## src/ltr_pkg.sv

```systemverilog
/*
 * Shared constants and types for the link timeout, scratch, remote interrupt
 * routing and line width register bank.
 * Assumes a single 50 MHz core clock and an 8-bit register port.
 */
package ltr_pkg;

   // ==========================================================
   // register offsets
   localparam logic [7:0] ADDR_LINK_TIMEOUT_CONTROL = 8'h26;
   localparam logic [7:0] ADDR_SCRATCH_REGISTER_A = 8'h2E;
   localparam logic [7:0] ADDR_SCRATCH_REGISTER_B = 8'h2F;
   localparam logic [7:0] ADDR_REMOTE_IRQ_ROUTING = 8'h30;
   localparam logic [7:0] ADDR_LINE_WIDTH_LOW = 8'h32;
   localparam logic [7:0] ADDR_LINE_WIDTH_HIGH = 8'h33;

   // ==========================================================
   // field widths and reset values
   localparam int SEL_W = 3;
   localparam int ROUTE_W = 4;
   localparam int LINE_W = 13;
   localparam int LINE_HI_W = 5;
   localparam logic [SEL_W-1:0] RST_LINK_TIMEOUT_SELECT = 3'h0;
   localparam logic [7:0] RST_SCRATCH_A = 8'hA5;
   localparam logic [7:0] RST_SCRATCH_B = 8'h5A;
   localparam logic [ROUTE_W-1:0] RST_REMOTE_IRQ_ROUTE = 4'h0;
   localparam logic [LINE_W-1:0] RST_LINE_WIDTH = 13'h0500;

   // ==========================================================
   // routing codes
   localparam logic [ROUTE_W-1:0] ROUTE_OFF = 4'h0;
   localparam logic [ROUTE_W-1:0] ROUTE_SPLIT = 4'h1;
   localparam logic [1:0] ROUTE_GENERAL_TOP = 2'h2;
   localparam logic [1:0] ROUTE_DATA_TOP = 2'h3;

   // ==========================================================
   // timeout figures in ns, and their cycle counts
   localparam int CLK_PERIOD_NS = 20;
   localparam int TO_162MS_NS = 162000000;
   localparam int TO_325MS_NS = 325000000;
   localparam int TO_650MS_NS = 650000000;
   localparam int TO_1P3MS_NS = 1300000;
   localparam int TO_10P25US_NS = 10250;
   localparam int TO_20P5US_NS = 20500;
   localparam int TO_41US_NS = 41000;
   localparam int TO_82US_NS = 82000;
   localparam int CYC_162MS = (TO_162MS_NS + CLK_PERIOD_NS - 1) / CLK_PERIOD_NS;
   localparam int CYC_325MS = (TO_325MS_NS + CLK_PERIOD_NS - 1) / CLK_PERIOD_NS;
   localparam int CYC_650MS = (TO_650MS_NS + CLK_PERIOD_NS - 1) / CLK_PERIOD_NS;
   localparam int CYC_1P3MS = (TO_1P3MS_NS + CLK_PERIOD_NS - 1) / CLK_PERIOD_NS;
   localparam int CYC_10P25US = (TO_10P25US_NS + CLK_PERIOD_NS - 1) / CLK_PERIOD_NS;
   localparam int CYC_20P5US = (TO_20P5US_NS + CLK_PERIOD_NS - 1) / CLK_PERIOD_NS;
   localparam int CYC_41US = (TO_41US_NS + CLK_PERIOD_NS - 1) / CLK_PERIOD_NS;
   localparam int CYC_82US = (TO_82US_NS + CLK_PERIOD_NS - 1) / CLK_PERIOD_NS;
   localparam int TMR_W = 30;

   // ==========================================================
   // carriers and state
   typedef struct packed {
      logic wr;
      logic rd;
      logic [7:0] addr;
      logic [7:0] wdata;
   } ltr_reg_req_type;

   typedef struct packed {
      logic remote_irq_pin;
      logic local_irq_pin;
      logic [3:0] general_pin;
      logic [3:0] data_side_pin;
   } ltr_irq_out_type;

   typedef struct packed {
      logic [SEL_W-1:0] link_timeout_select;
      logic [7:0] scratch_a;
      logic [7:0] scratch_b;
      logic [ROUTE_W-1:0] remote_irq_route;
      logic [LINE_W-1:0] line_width;
      logic [7:0] rdata;
      logic rvalid;
      ltr_irq_out_type irq;
   } ltr_state_type;

   typedef enum logic [1:0] {
      TMR_DOWN = 2'b01,
      TMR_UP = 2'b10
   } ltr_tmr_mode_type;

   typedef struct packed {
      ltr_tmr_mode_type mode;
      logic [TMR_W-1:0] cnt;
   } ltr_tmr_state_type;

endpackage : ltr_pkg

```

## src/ltr_link_timer.sv

```systemverilog
/*
 * Reverse channel link detect timer.
 * Assumes the valid traffic pulse is already in the core clock domain.
 */
`timescale 1ns/100ps
module ltr_link_timer (
   // clock and reset
   input wire logic clk,
   input wire logic nrst,
   // reverse channel
   input wire logic rev_valid,
   input wire logic [ltr_pkg::TMR_W-1:0] limit,
   // status
   output logic detected
);
   import ltr_pkg::*;

   ltr_tmr_state_type s_r;
   ltr_tmr_state_type s_nxt;

   // ==========================================================
   // timer
   always_comb begin
      s_nxt = s_r;
      if (rev_valid) begin
         s_nxt.mode = TMR_UP;
         s_nxt.cnt = '0;
      end else begin
         unique case (s_r.mode)
            TMR_UP: begin
               if (s_r.cnt + TMR_W'(1) >= limit) begin
                  s_nxt.mode = TMR_DOWN;
                  s_nxt.cnt = '0;
               end else begin
                  s_nxt.cnt = s_r.cnt + TMR_W'(1);
               end
            end
            TMR_DOWN: begin
               s_nxt.cnt = '0;
            end
            default: begin
               s_nxt.mode = TMR_DOWN;
               s_nxt.cnt = '0;
            end
         endcase
      end
   end

   always_ff @(posedge clk or negedge nrst) begin
      if (!nrst) begin
         s_r <= '{mode: TMR_DOWN, cnt: '0};
      end else begin
         s_r <= s_nxt;
      end
   end

   assign detected = (s_r.mode == TMR_UP);

   // ==========================================================
   // checks
   a_valid_sets_detect: assert property (@(posedge clk) disable iff (!nrst)
      rev_valid |=> detected)
      else $error("detect not raised after valid traffic");
   a_expiry_drops_detect: assert property (@(posedge clk) disable iff (!nrst)
      (detected && !rev_valid && (s_r.cnt + TMR_W'(1) >= limit)) |=> !detected)
      else $error("detect held past the timeout");
   a_quiet_holds_detect: assert property (@(posedge clk) disable iff (!nrst)
      (detected && !rev_valid && (s_r.cnt + TMR_W'(1) < limit)) |=> detected)
      else $error("detect dropped before the timeout");
   c_link_lost: cover property (@(posedge clk) disable iff (!nrst)
      detected ##1 !detected);

endmodule : ltr_link_timer

```

## src/ltr_regs.sv

```systemverilog
/*
 * Register bank: link detect timeout, two scratch registers, remote
 * interrupt routing and the two-dimensional line width for the splitter.
 * Assumes an 8-bit register port in the core clock domain, decoded upstream
 * from the management bus, and interrupt sources on the same clock.
 */
`timescale 1ns/100ps
// What this block does
// - link detect drops when the timer expires without reverse traffic
// - three-bit select picks one of eight timeouts, reset 000
// - two free scratch registers, reset A5h and 5Ah
// - four-bit route selects interrupt pin, 0000 disables output
// - code 0001 puts port 0 on remote pin, port 1 on local pin
// - other codes output one interrupt: both ports combined, or port 0 alone when DUAL_LINK is set
// - 1000-1011 general pins, 1100-1111 data-side pins, 001x/01xx reserved
// - thirteen-bit line width split low/high, reset 0x500
// - splitter sees combined left/right line as twice the width
// - dual input left/right mode uses the same line width
module ltr_regs #(
   parameter int unsigned CYC_SEL0 = ltr_pkg::CYC_162MS,
   parameter int unsigned CYC_SEL1 = ltr_pkg::CYC_325MS,
   parameter int unsigned CYC_SEL2 = ltr_pkg::CYC_650MS,
   parameter int unsigned CYC_SEL3 = ltr_pkg::CYC_1P3MS,
   parameter int unsigned CYC_SEL4 = ltr_pkg::CYC_10P25US,
   parameter int unsigned CYC_SEL5 = ltr_pkg::CYC_20P5US,
   parameter int unsigned CYC_SEL6 = ltr_pkg::CYC_41US,
   parameter int unsigned CYC_SEL7 = ltr_pkg::CYC_82US
) (
   // clock and reset
   input wire logic CLK,
   input wire logic NRST,
   // register port
   input wire ltr_pkg::ltr_reg_req_type REG_REQ,
   output logic [7:0] REG_RDATA,
   output logic REG_RVALID,
   // reverse channel
   input wire logic REV_VALID,
   output logic LINK_DETECTED,
   // remote interrupts
   input wire logic PORT0_REM_IRQ,
   input wire logic PORT1_REM_IRQ,
   input wire logic DUAL_LINK,
   output ltr_pkg::ltr_irq_out_type IRQ_OUT,
   // splitter
   output logic [ltr_pkg::LINE_W-1:0] LINE_WIDTH,
   output logic [ltr_pkg::LINE_W:0] LINE_WIDTH_COMBINED
);
   import ltr_pkg::*;

   ltr_state_type s_r;
   ltr_state_type s_nxt;
   logic [TMR_W-1:0] limit;
   logic combined_irq;

   // ==========================================================
   // timeout selection
   always_comb begin
      unique case (s_r.link_timeout_select)
         3'h0: limit = TMR_W'(CYC_SEL0);
         3'h1: limit = TMR_W'(CYC_SEL1);
         3'h2: limit = TMR_W'(CYC_SEL2);
         3'h3: limit = TMR_W'(CYC_SEL3);
         3'h4: limit = TMR_W'(CYC_SEL4);
         3'h5: limit = TMR_W'(CYC_SEL5);
         3'h6: limit = TMR_W'(CYC_SEL6);
         3'h7: limit = TMR_W'(CYC_SEL7);
      endcase
   end

   ltr_link_timer u_timer (
      .clk(CLK),
      .nrst(NRST),
      .rev_valid(REV_VALID),
      .limit(limit),
      .detected(LINK_DETECTED)
   );

   // one interrupt for both ports unless dual link
   assign combined_irq = PORT0_REM_IRQ | (PORT1_REM_IRQ & ~DUAL_LINK);

   // ==========================================================
   // register writes, reads and routing
   always_comb begin
      s_nxt = s_r;
      s_nxt.rvalid = 1'b0;
      if (REG_REQ.wr) begin
         // only defined fields take write data
         unique case (REG_REQ.addr)
            ADDR_LINK_TIMEOUT_CONTROL:
               s_nxt.link_timeout_select = REG_REQ.wdata[SEL_W-1:0];
            ADDR_SCRATCH_REGISTER_A: s_nxt.scratch_a = REG_REQ.wdata;
            ADDR_SCRATCH_REGISTER_B: s_nxt.scratch_b = REG_REQ.wdata;
            ADDR_REMOTE_IRQ_ROUTING:
               s_nxt.remote_irq_route = REG_REQ.wdata[ROUTE_W-1:0];
            ADDR_LINE_WIDTH_LOW: s_nxt.line_width[7:0] = REG_REQ.wdata;
            ADDR_LINE_WIDTH_HIGH:
               s_nxt.line_width[LINE_W-1:8] = REG_REQ.wdata[LINE_HI_W-1:0];
            default: begin
            end
         endcase
      end
      if (REG_REQ.rd) begin
         s_nxt.rvalid = 1'b1;
         unique case (REG_REQ.addr)
            ADDR_LINK_TIMEOUT_CONTROL: s_nxt.rdata = 8'(s_r.link_timeout_select);
            ADDR_SCRATCH_REGISTER_A: s_nxt.rdata = s_r.scratch_a;
            ADDR_SCRATCH_REGISTER_B: s_nxt.rdata = s_r.scratch_b;
            ADDR_REMOTE_IRQ_ROUTING: s_nxt.rdata = 8'(s_r.remote_irq_route);
            ADDR_LINE_WIDTH_LOW: s_nxt.rdata = s_r.line_width[7:0];
            ADDR_LINE_WIDTH_HIGH: s_nxt.rdata = 8'(s_r.line_width[LINE_W-1:8]);
            default: s_nxt.rdata = 8'h00;
         endcase
      end
      // off and reserved codes drive nothing
      s_nxt.irq = '0;
      if (s_r.remote_irq_route == ROUTE_SPLIT) begin
         s_nxt.irq.remote_irq_pin = PORT0_REM_IRQ;
         s_nxt.irq.local_irq_pin = PORT1_REM_IRQ;
      end else if (s_r.remote_irq_route[3:2] == ROUTE_GENERAL_TOP) begin
         s_nxt.irq.general_pin[s_r.remote_irq_route[1:0]] = combined_irq;
      end else if (s_r.remote_irq_route[3:2] == ROUTE_DATA_TOP) begin
         s_nxt.irq.data_side_pin[s_r.remote_irq_route[1:0]] = combined_irq;
      end
   end

   always_ff @(posedge CLK or negedge NRST) begin
      if (!NRST) begin
         s_r <= '{link_timeout_select: RST_LINK_TIMEOUT_SELECT,
                  scratch_a: RST_SCRATCH_A,
                  scratch_b: RST_SCRATCH_B,
                  remote_irq_route: RST_REMOTE_IRQ_ROUTE,
                  line_width: RST_LINE_WIDTH,
                  rdata: 8'h00,
                  rvalid: 1'b0,
                  irq: '0};
      end else begin
         s_r <= s_nxt;
      end
   end

   assign REG_RDATA = s_r.rdata;
   assign REG_RVALID = s_r.rvalid;
   assign IRQ_OUT = s_r.irq;
   // same width for split and dual input modes
   assign LINE_WIDTH = s_r.line_width;
   // combined left/right line is twice the width
   assign LINE_WIDTH_COMBINED = {s_r.line_width, 1'b0};

   // ==========================================================
   // checks
   a_timeout_select_map: assert property (@(posedge CLK) disable iff (!NRST)
      (s_r.link_timeout_select == 3'h4) |-> (limit == TMR_W'(CYC_SEL4)))
      else $error("timeout select 100 maps to wrong count");
   a_scratch_readback: assert property (@(posedge CLK) disable iff (!NRST)
      (REG_REQ.wr && REG_REQ.addr == ADDR_SCRATCH_REGISTER_A) ##1
      (REG_REQ.rd && !REG_REQ.wr && REG_REQ.addr == ADDR_SCRATCH_REGISTER_A)
      |=> (REG_RVALID && REG_RDATA == $past(REG_REQ.wdata, 2)))
      else $error("scratch a does not read back");
   a_route_off_quiet: assert property (@(posedge CLK) disable iff (!NRST)
      (s_r.remote_irq_route == ROUTE_OFF) |=> (IRQ_OUT == '0))
      else $error("interrupt driven while routing disabled");
   a_route_split: assert property (@(posedge CLK) disable iff (!NRST)
      (s_r.remote_irq_route == ROUTE_SPLIT) |=>
      (IRQ_OUT.remote_irq_pin == $past(PORT0_REM_IRQ)
       && IRQ_OUT.local_irq_pin == $past(PORT1_REM_IRQ)))
      else $error("split routing does not follow ports");
   a_route_general: assert property (@(posedge CLK) disable iff (!NRST)
      (s_r.remote_irq_route == 4'h9) |=>
      (IRQ_OUT.general_pin[1] == $past(combined_irq) && !IRQ_OUT.remote_irq_pin))
      else $error("general pin 1 routing wrong");
   a_route_combined: assert property (@(posedge CLK) disable iff (!NRST)
      (s_r.remote_irq_route == 4'hC && !DUAL_LINK && PORT1_REM_IRQ)
      |=> IRQ_OUT.data_side_pin[0])
      else $error("port 1 interrupt missing from combined output");
   a_reserved_read_zero: assert property (@(posedge CLK) disable iff (!NRST)
      (REG_REQ.rd && !REG_REQ.wr && REG_REQ.addr == ADDR_LINE_WIDTH_HIGH)
      |=> (REG_RDATA[7:LINE_HI_W] == 3'h0))
      else $error("reserved bits of line width high not zero");
   a_line_width_double: assert property (@(posedge CLK) disable iff (!NRST)
      LINE_WIDTH_COMBINED == {1'b0, LINE_WIDTH} + {1'b0, LINE_WIDTH})
      else $error("combined line width is not twice the width");
   a_line_low_write: assert property (@(posedge CLK) disable iff (!NRST)
      (REG_REQ.wr && REG_REQ.addr == ADDR_LINE_WIDTH_LOW) |=>
      (LINE_WIDTH[7:0] == $past(REG_REQ.wdata) && LINE_WIDTH[12:8] == $past(LINE_WIDTH[12:8])))
      else $error("line width low write wrong");
   c_split_route: cover property (@(posedge CLK) disable iff (!NRST)
      (s_r.remote_irq_route == ROUTE_SPLIT) ##1 IRQ_OUT.local_irq_pin);
   c_data_route: cover property (@(posedge CLK) disable iff (!NRST)
      IRQ_OUT.data_side_pin[3]);
   c_width_write: cover property (@(posedge CLK) disable iff (!NRST)
      REG_REQ.wr && REG_REQ.addr == ADDR_LINE_WIDTH_HIGH);

endmodule : ltr_regs

```

## config.mk

```make
export PLATFORM = sky130hd
export DESIGN_NAME = ltr_regs
export DESIGN_NICKNAME = d
export VERILOG_FILES = /design/src/ltr_pkg.sv /design/src/ltr_link_timer.sv /design/src/ltr_regs.sv
export SDC_FILE = /design/constraint.sdc
export NUM_CORES = 1
export LEC_CHECK = 0
export ABC_CLOCK_PERIOD_IN_PS = 3760
export BUFFER_PORTS_ARGS = -buffer_cell sky130_fd_sc_hd__buf_4
export CORE_MARGIN = 5
export CORE_UTILIZATION = 30
export DETAILED_ROUTE_END_ITERATION = 8
export GPL_TIMING_DRIVEN = 1
export HOLD_SLACK_MARGIN = 0.12
export SLEW_MARGIN = 20
export SYNTH_ARGS = -nofsm -noshare
export SYNTH_HDL_FRONTEND = slang
export SYNTH_SLANG_ARGS = --single-unit
```

## constraint.sdc

```tcl
create_clock -name CLK -period 3.76 [get_ports CLK]
set_input_delay 0.188 -clock CLK [delete_from_list [all_inputs] [get_ports CLK]]
set_output_delay 0.188 -clock CLK [all_outputs]
set_load 0.05 [all_outputs]
```

=== After elaboration in Yosys (flattened, before gate mapping) ===
Memory sizes are Yosys's and may differ from the RTL's.
Cells that the tools add are included.

* Register bits: 87
* ROM bits: 200
* Word-level logic and storage cells: 58
* Memories kept: 1
* Input bits: 24

* Bitwise logic cells: 4
* Mux-type cells: 14
* Reduce and logical (&&, ||, !) cells: 8
* Add/sub/neg operators: 1
* Eq/ne operators: 13
* $lt $le $gt $ge: 3

{| class="wikitable"
|+ Memories
! memory !! words !! width !! rd ports !! clocked after memory_dff !! wr ports !! line !! text
|-
| (no name shown) || 8 || 25 || 1 || 0 || 0 || ltr_regs.sv:58 || <nowiki>unique case (s_r.link_timeout_select)</nowiki>
|}

{| class="wikitable"
|+ Operators with widths
! kind !! number
|-
| 2-to-1 mux 30 bit || 2
|-
| == test 8 x 6 -> 1 bit, second input constant || 6
|-
| case mux 8 bit (6 select lines) || 1
|-
| 2-to-1 mux 32 bit || 1
|-
| adder 30 x 1 -> 30 bit, second input constant || 1
|-
| greater-or-equal comparator 30 bit || 1
|-
| AND reduction 2 bit || 7
|-
| 2-to-1 mux 4 bit || 3
|-
| 2-to-1 mux 8 bit || 1
|-
| == test 2 bit, second input constant || 3
|-
| bitwise AND 4 bit || 1
|-
| == test 4 x 1 -> 1 bit, second input constant || 1
|-
| 2-to-1 mux 2 bit || 2
|-
| case mux 2 bit (2 select lines) || 1
|-
| < comparator 2 x 3 -> 1 bit, second input constant || 1
|-
| inequality test 3 x 2 -> 1 bit, second input constant || 1
|-
| demux 1 bit (select 2 bit) || 1
|-
| == test 2 x 1 -> 1 bit, second input constant || 1
|-
| greater-or-equal comparator 2 x 1 -> 1 bit, second input constant || 1
|-
| 2-to-1 mux 1 bit || 2
|-
| inequality test 2 bit, second input constant || 1
|-
| bitwise AND 1 bit || 1
|-
| logical AND 1 bit || 1
|-
| inverter 1 bit || 1
|-
| OR 1 bit || 1
|}

=== Logic depth before layout (Yosys ltp) ===
Gate-level depths: netlist (run 1).

* Depth in word-level cells: 8
* Gate-level depth with buffers: 15

=== Cells and area by module ===
A second synthesis (run 1) with hierarchy kept.

* Cells, all modules: 547
* Area total of the unflattened synthesis: 5418.9 µm²

{| class="wikitable"
|+ Modules (own cells, without submodules)
! module !! times used !! area an instance (µm²) !! cells an instance
|-
| ltr_regs || 1 || 3010.4 || 268
|-
| ltr_link_timer || 1 || 2408.6 || 279
|}

=== Least setup slack after synthesis (run 1) ===
Ideal clock, no wire load.

* Path type: flip-flop to flip-flop
* From: reg u_timer.s_r[3] (netlist name)
* To: reg u_timer.s_r[10] (netlist name)
* Stages on the path, launching flop included: 15
* Data arrival time: 3.290 ns
* Slack: 0.327 ns
* Required time: 3.617 ns
* Path through: dfrtp_1 > nand4_2 > or3_1 > buf_6 > nor2_1 > xnor2_1 > inv_1 > ha_1 > nand2_1 > o21ai_0 > a21o_1 > a31oi_1 > o41ai_2 > clkbuf_1 > nor4_2

{| class="wikitable"
|+ RTL lines
! what !! line !! text
|-
| start, declared || ltr_link_timer.sv:18 || <nowiki>ltr_tmr_state_type s_r;</nowiki>
|-
| start signal, assigned || ltr_link_timer.sv:51 || <nowiki>s_r <= '{mode: TMR_DOWN, cnt: '0};</nowiki>
|-
| start signal, assigned || ltr_link_timer.sv:53 || <nowiki>s_r <= s_nxt;</nowiki>
|}

==> flow_summary.json, run 1 <==
{
  "antennaDiodeCount": 0,
  "p_total_w": 0.00214,
  "finClkSkew_ns": 0.00823,
  "arrival_ns": 3.74,
  "vdd_drop_max_uv": 194,
  "path_class": "reg2reg",
  "final.min_clock_period_ns": 3.50,
  "grt_max_degree": 61,
  "synth-seq-cells": 87,
  "dr.pass1.iters": 4,
  "grt-ovfl-total": 0,
  "use_met1": 0.157,
  "gr-max-usage-layer": "met2",
  "pin_count": 71,
  "port_buffers": 69,
  "fin_crit_sh": 0.931,
  "p_int_w": 0.00153,
  "cts_buffers": 9,
  "die_x_um": 142,
  "multi_input_area_mm2": 0.00253,
  "syn_to_final_growth_pct": 16.8,
  "setup_viol": 0,
  "synthesis.area_mm2": 0.00523,
  "hold_path_class": "in2reg",
  "fin_nets": 593,
  "gp_congestion": 0.890,
  "cts_root_buf": "clkbuf_16",
  "detail-route-antenna-nets": 0,
  "fin_cells": 766,
  "clk_pin_slew_ns": 0.07,
  "drt_iter0_drc": 213,
  "hold_violations": 0,
  "ys_seq_area_frac": 0.419,
  "routed_via_density": 4.71,
  "end_kind": "register",
  "grt.met2_usage": 0.179,
  "fin_tns_setup_ns": 0,
  "cts_tree": "built",
  "antenna_found_initial": 0,
  "place_inst": 740,
  "synth.distinct_cells": 54,
  "yosys.area.top_type": "dfrtp_1",
  "synth_edf_count": 0,
  "startpoint_type": "register",
  "fmax_mhz": 286,
  "use_met3": 0.0228,
  "grt_usage": 0.114,
  "syn_avg_cell_area_um2": 10.6,
  "grt_pass1_wl_um": 18500,
  "ys.flop_type": "dfrtp_1",
  "drv_slew": 0,
  "slew-limit-headroom": 0.486,
  "powerDensity_mw_per_mm2": 350,
  "clock-sinks": 87,
  "placementRows": 48,
  "p_sw_w": 0.000607,
  "layout-drive-gt1-share": 0.329,
  "worst_pin_slew_ns": 0.770,
  "fp.dieArea_mm2": 0.0202,
  "p_sw_frac": 0.284,
  "synth_top_area_frac": 0.364,
  "power_frac_clock": 0.402,
  "cap_violations": 0,
  "grt_pass1_vias": 3621,
  "initial_core_util": 0.304,
  "clock_latency_ns": 0.34,
  "h-tree-depth": 3,
  "p_seq_frac": 0.466,
  "wirelength_um": 11400,
  "vias": 3609,
  "async_reset_ff_frac": 1.00,
  "yosys-top-cells-area": "dfrtp_1, ha_1, mux2_2, buf_4, dfstp_2",
  "drc": 0,
  "p_comb_frac": 0.132,
  "die_h_um": 142,
  "fillers": 1707,
  "status": "completed",
  "rsz0062_at_grt": "false",
  "p_leak_nw": 2.91,
  "clockBufferDepth": 2,
  "synth_warnings": 0,
  "synth_cells": 494,
  "hpwl_um": 8620,
  "required_ns": 4.00,
  "regArea_mm2": 0.00219,
  "path_max_fanout": 27,
  "post_drt_wl_per_cell_um": 14.9,
  "core_mm2": 0.0172
}
-- stage by stage --
stage,area [µm²],setup WS [ns],utilization,hold WS [ns]
floorplan,5250,0.327,-,-0.108
global placement,5680,0.164,0.330,0.303
detailed placement,5680,0.0815,0.330,0.312
CTS,6060,0.0470,0.353,0.122
global route,6100,0.0203,0.355,0.132
finish,6100,0.258,0.355,0.125
-- what timing repair did --
| action | 4_1_cts | 5_1_grt |
|---|---|---|
| gates resized for setup | 0 | 7 |
| endpoints found under the hold margin | 78 | 0 |
| buffers inserted | 0 | 0 |
| endpoints found under the setup margin | 0 | 27 |
| hold buffers | 10 | 0 |
-- flip-flops by register name (all words and copies together), names as in the netlist --
name,count
s_r,23
REG_RDATA,8
u_timer.s_r,32
LINE_WIDTH,13
IRQ_OUT,10
REG_RVALID,1
-- logic make-up after synthesis --
| logic type | after synthesis | synth area share |
|---|---|---|
| other cells | 1 | 0.000718 |
| mux | 38 | 0.0809 |
| fa+ha+maj | 33 | 0.0790 |
| flops | 87 | 0.419 |
| simple gates | 160 | 0.193 |
| xor+xnor | 26 | 0.0472 |
| buf+inv | 94 | 0.109 |
| compound gates | 55 | 0.0711 |
-- cell type report --
type                            count  area share
Multi-Input combinational cell    318       0.415
Timing Repair Buffer               85       0.111
Tap cell                          225      0.0461
Inverter                           35      0.0215
Clock buffer                        9      0.0369
Sequential cell                    87       0.359
Clock inverter                      7      0.0103
-- synthesized netlist by cell type, types with 9 or more instances --
master / instances
a21oi_1: 14
buf_4: 45
dfrtp_1: 76
dfstp_2: 11
ha_1: 33
inv_1: 35
mux2_2: 34
nand2_1: 34
nand2b_1: 9
nand3_1: 11
nor2_1: 32
nor4_2: 19
xnor2_1: 13
xor2_1: 12
-- placed cells by master (no fill, tap or decap), types with 11 or more instances in the layout --
cell type | Yosys | layout
nand3_1 | 11 | 11
ha_1 | 33 | 33
inv_1 | 35 | 35
xnor2_1 | 13 | 13
mux2_2 | 34 | 34
nor4_2 | 19 | 20
a21oi_1 | 14 | 14
buf_4 | 45 | 74
nand2_1 | 34 | 34
nor2_1 | 32 | 31
dfrtp_1 | 76 | 75
dfstp_2 | 11 | 11
-- layer usage --
metal | share of wire | routed length (µm) | vias up
li1 | - | - | 1758
met1 | 0.46 | 5260 | 1783
met2 | 0.49 | 5550 | 59
met3 | 0.039 | 448 | 9
met4 | 0.013 | 147 | 0
met5 | 0 | 0 | -
-- critical path, stage by stage, from the launching register on --
cell	delay, ns
dfrtp_1	0.42
and4_1	0.23
nand3_1	0.16
nor4b_2	0.30
buf_4	0.18
nand3_1	0.11
xor2_2	0.20
inv_1	0.09
ha_1	0.33
a211o_1	0.30
a21oi_1	0.12
o21ai_0	0.12
a31oi_2	0.26
o41ai_4	0.13
buf_12	0.20
nor4_2	0.26
-- power by group through the flow --
stage	combinational, W	sequential [W]	clock [W]
CTS	0.000284	0.000997	0.000884
global placement	0.000269	0.00101	0
finish	0.000282	0.000996	0.000859
floorplan	0.000201	0.00100	0
global route	0.000309	0.00100	0.000923
detailed placement	0.000275	0.00101	0
-- worst paths after layout --
check,start,to,slack (ns),cells after the start
max reg2reg,u_timer.s_r[12]$_DFF_PN0_,u_timer.s_r[22]$_DFF_PN0_,0.26,15
min in group asynchronous,NRST,u_timer.s_r[21]$_DFF_PN0_,0.45,2
max in group asynchronous,NRST,s_r[44]$_DFFE_PN1P_,2.39,3
max,u_timer.s_r[12]$_DFF_PN0_,u_timer.s_r[22]$_DFF_PN0_,0.26,15
min reg2reg,s_r[36]$_DFFE_PN0P_,s_r[36]$_DFFE_PN0P_,0.51,1
min,REG_REQ[1],s_r[53]$_DFFE_PN0P_,0.13,3
Note: power is estimated with default switching activity, not from simulation.
==> run 2: changes to the inputs <==
--- a/config.mk
+++ b/config.mk
@@ -12,6 +12,7 @@
 export DETAILED_ROUTE_END_ITERATION = 8
 export GPL_TIMING_DRIVEN = 1
 export HOLD_SLACK_MARGIN = 0.12
+export PLACE_DENSITY = 0.5
 export SLEW_MARGIN = 20
 export SYNTH_ARGS = -nofsm -noshare
 export SYNTH_HDL_FRONTEND = slang
==> run 2 against run 1 <==
Cell count up 0.78%. Setup slack better by 0.0045 ns. Combinational power barely moved. Power rose by 2.0%. Via count is 1.2% higher. Global-route usage grew 0.98 points. Die area unchanged. Wire length is 5.0% higher. Critical path type unchanged. Critical endpoint is now u_timer.s_r[0]$_DFF_PN0_. Highest routed layer unchanged.
==> flow_summary.json, run 2 (synthesized netlist as in run 1, its figures left out) <==
{
  "final_common_cell": "buf_4",
  "clock_latency_ns": 0.35,
  "detail-route-antenna-nets": 0,
  "cts_tree": "built",
  "regArea_mm2": 0.00219,
  "syn_to_final_growth_pct": 17.5,
  "slew-limit-headroom": 0.383,
  "slowest_stage": "or3_4",
  "post-place-ws_ns": 0.175,
  "fillers": 1767,
  "required_ns": 4.01,
  "wl_met2_um": 5830,
  "rsz0062_at_grt": "false",
  "end_kind": "register",
  "wl_met1_um": 5430,
  "dr.pass1.iters": 5,
  "cts_buffers": 9,
  "post_drt_wl_per_cell_um": 15.5,
  "vdd_drop_max_uv": 244,
  "setup_ws_ns": 0.263,
  "hold_path_class": "in2reg",
  "gp_congestion": 0.839,
  "finClkSkew_ns": 0.00903,
  "fin_nets": 599,
  "max_stage_delay_ns": 0.45,
  "status": "completed",
  "die_x_um": 142,
  "setup_viol": 0,
  "wirelength_um": 12000,
  "h-tree-depth": 3,
  "fp.dieArea_mm2": 0.0202,
  "highest_layer": "met4",
  "routed_via_density": 4.73,
  "fin_tns_setup_ns": 0,
  "cap_violations": 0,
  "grt_pass1_wl_um": 19900,
  "port_buffers": 69,
  "layout-drive-gt1-share": 0.325,
  "arrival_ns": 3.74,
  "final_cell_mix": "buf_4, dfrtp_1, inv_1, nand2_1, mux2_2",
  "hold_violations": 0,
  "fin_hold_ws_ns": 0.135,
  "worst_pin_slew_ns": 0.926,
  "crit_chain": "ha_1 -> nand2_1 -> or3_4 -> nor2_2 -> nand2_1 -> xor2_1 -> inv_1 -> ha_1 -> o21ai_0 -> nand2b_1 -> a31o_2 -> a31oi_1 -> o41ai_4 -> buf_12 -> nor4_1",
  "vias": 3651,
  "powerDensity_mw_per_mm2": 355,
  "final.min_clock_period_ns": 3.50,
  "startpoint_type": "register",
  "initial_core_util": 0.304,
  "antenna_found_initial": 0,
  "clock-sinks": 87,
  "antennaDiodeCount": 0,
  "grt_usage": 0.124,
  "p_leak_nw": 2.95,
  "path_class": "reg2reg",
  "clockBufferDepth": 2,
  "drc": 0,
  "clk_pin_slew_ns": 0.07,
  "grt_pass1_vias": 3839,
  "grt_max_degree": 71,
  "grt-ovfl-total": 0,
  "regMostFlops": "u_timer.s_r",
  "pin_count": 71,
  "hpwl_um": 8800,
  "die_h_um": 142,
  "multi_input_area_mm2": 0.00251,
  "drv_slew": 0,
  "placementRows": 48,
  "path_max_fanout": 19,
  "core_mm2": 0.0172,
  "met3_length_um": 572,
  "cts_root_buf": "clkbuf_16",
  "fmax_mhz": 286,
  "fin_crit_sh": 0.930,
  "drt_iter0_drc": 167,
  "largest_reg_flops": 32
}
-- run 2: metrics by stage --
| stage | cells | area [µm²] | power [W] | util |
|---|---|---|---|---|
| after detailed placement | 743 | 5700 | 0.00129 | 0.332 |
| after global routing | 772 | 6140 | 0.00228 | 0.358 |
| after floorplan | 499 | 5250 | 0.00120 | - |
| after CTS | 771 | 6120 | 0.00222 | 0.356 |
| final | 772 | 6140 | 0.00218 | 0.358 |
| after global placement | 743 | 5700 | 0.00128 | 0.332 |
-- run 2: path summary, 6_finish.rpt --
kind,from,endpoint,slack [ns],cells past startpoint
min in group asynchronous,NRST,u_timer.s_r[28]$_DFF_PN0_,0.51,2
setup / recovery,u_timer.s_r[0]$_DFF_PN0_,u_timer.s_r[0]$_DFF_PN0_,0.26,15
setup reg to reg,u_timer.s_r[0]$_DFF_PN0_,u_timer.s_r[0]$_DFF_PN0_,0.26,15
hold reg to reg,s_r[41]$_DFFE_PN0P_,s_r[41]$_DFFE_PN0P_,0.51,1
hold / removal,REG_REQ[1],s_r[53]$_DFFE_PN0P_,0.13,3
max in group asynchronous,NRST,s_r[40]$_DFFE_PN1P_,2.36,3
-- run 2: area by class of cell --
type,instances,area share
clock buffers,9,0.0367
well taps,225,0.0458
flip-flops and latches,87,0.357
inverters,35,0.0214
repair buffers,91,0.118
multi-input cells,318,0.409
clock inverters,7,0.0122
-- run 2: critical path: cells and delay by family, from the launching register on --
kind                     cells  cell delay [ns]
buffers and inverters        2             0.26
flip-flops                   1             0.40
adder cells (fa/ha/maj)      2             0.52
XOR/XNOR                     1             0.22
AO/OA/AOI/OAI                4             0.80
AND/OR/NAND/NOR              6             1.17
-- run 2: metal layers --
layer  vias to the layer above  track usage
met4                         0       0.0308
li1                       1774            -
met2                        76        0.200
met1                      1787        0.166
met5                         -            0
met3                        14       0.0346
-- run 2: timing repair --
action                                  4_1_cts  5_1_grt
hold buffers                                 12        0
resized for setup                             0        3
endpoints found under the hold margin        89        0
setup buffers                                 0        1
endpoints found under the setup margin        0       22
-- run 2: power by group --
group,internal (W),total [W],switching [W],leakage (nW)
Combinational,0.000104,0.000285,0.000182,1.66
Sequential,0.000967,0.000993,0.0000264,1.14
Clock,0.000470,0.000902,0.000432,0.144
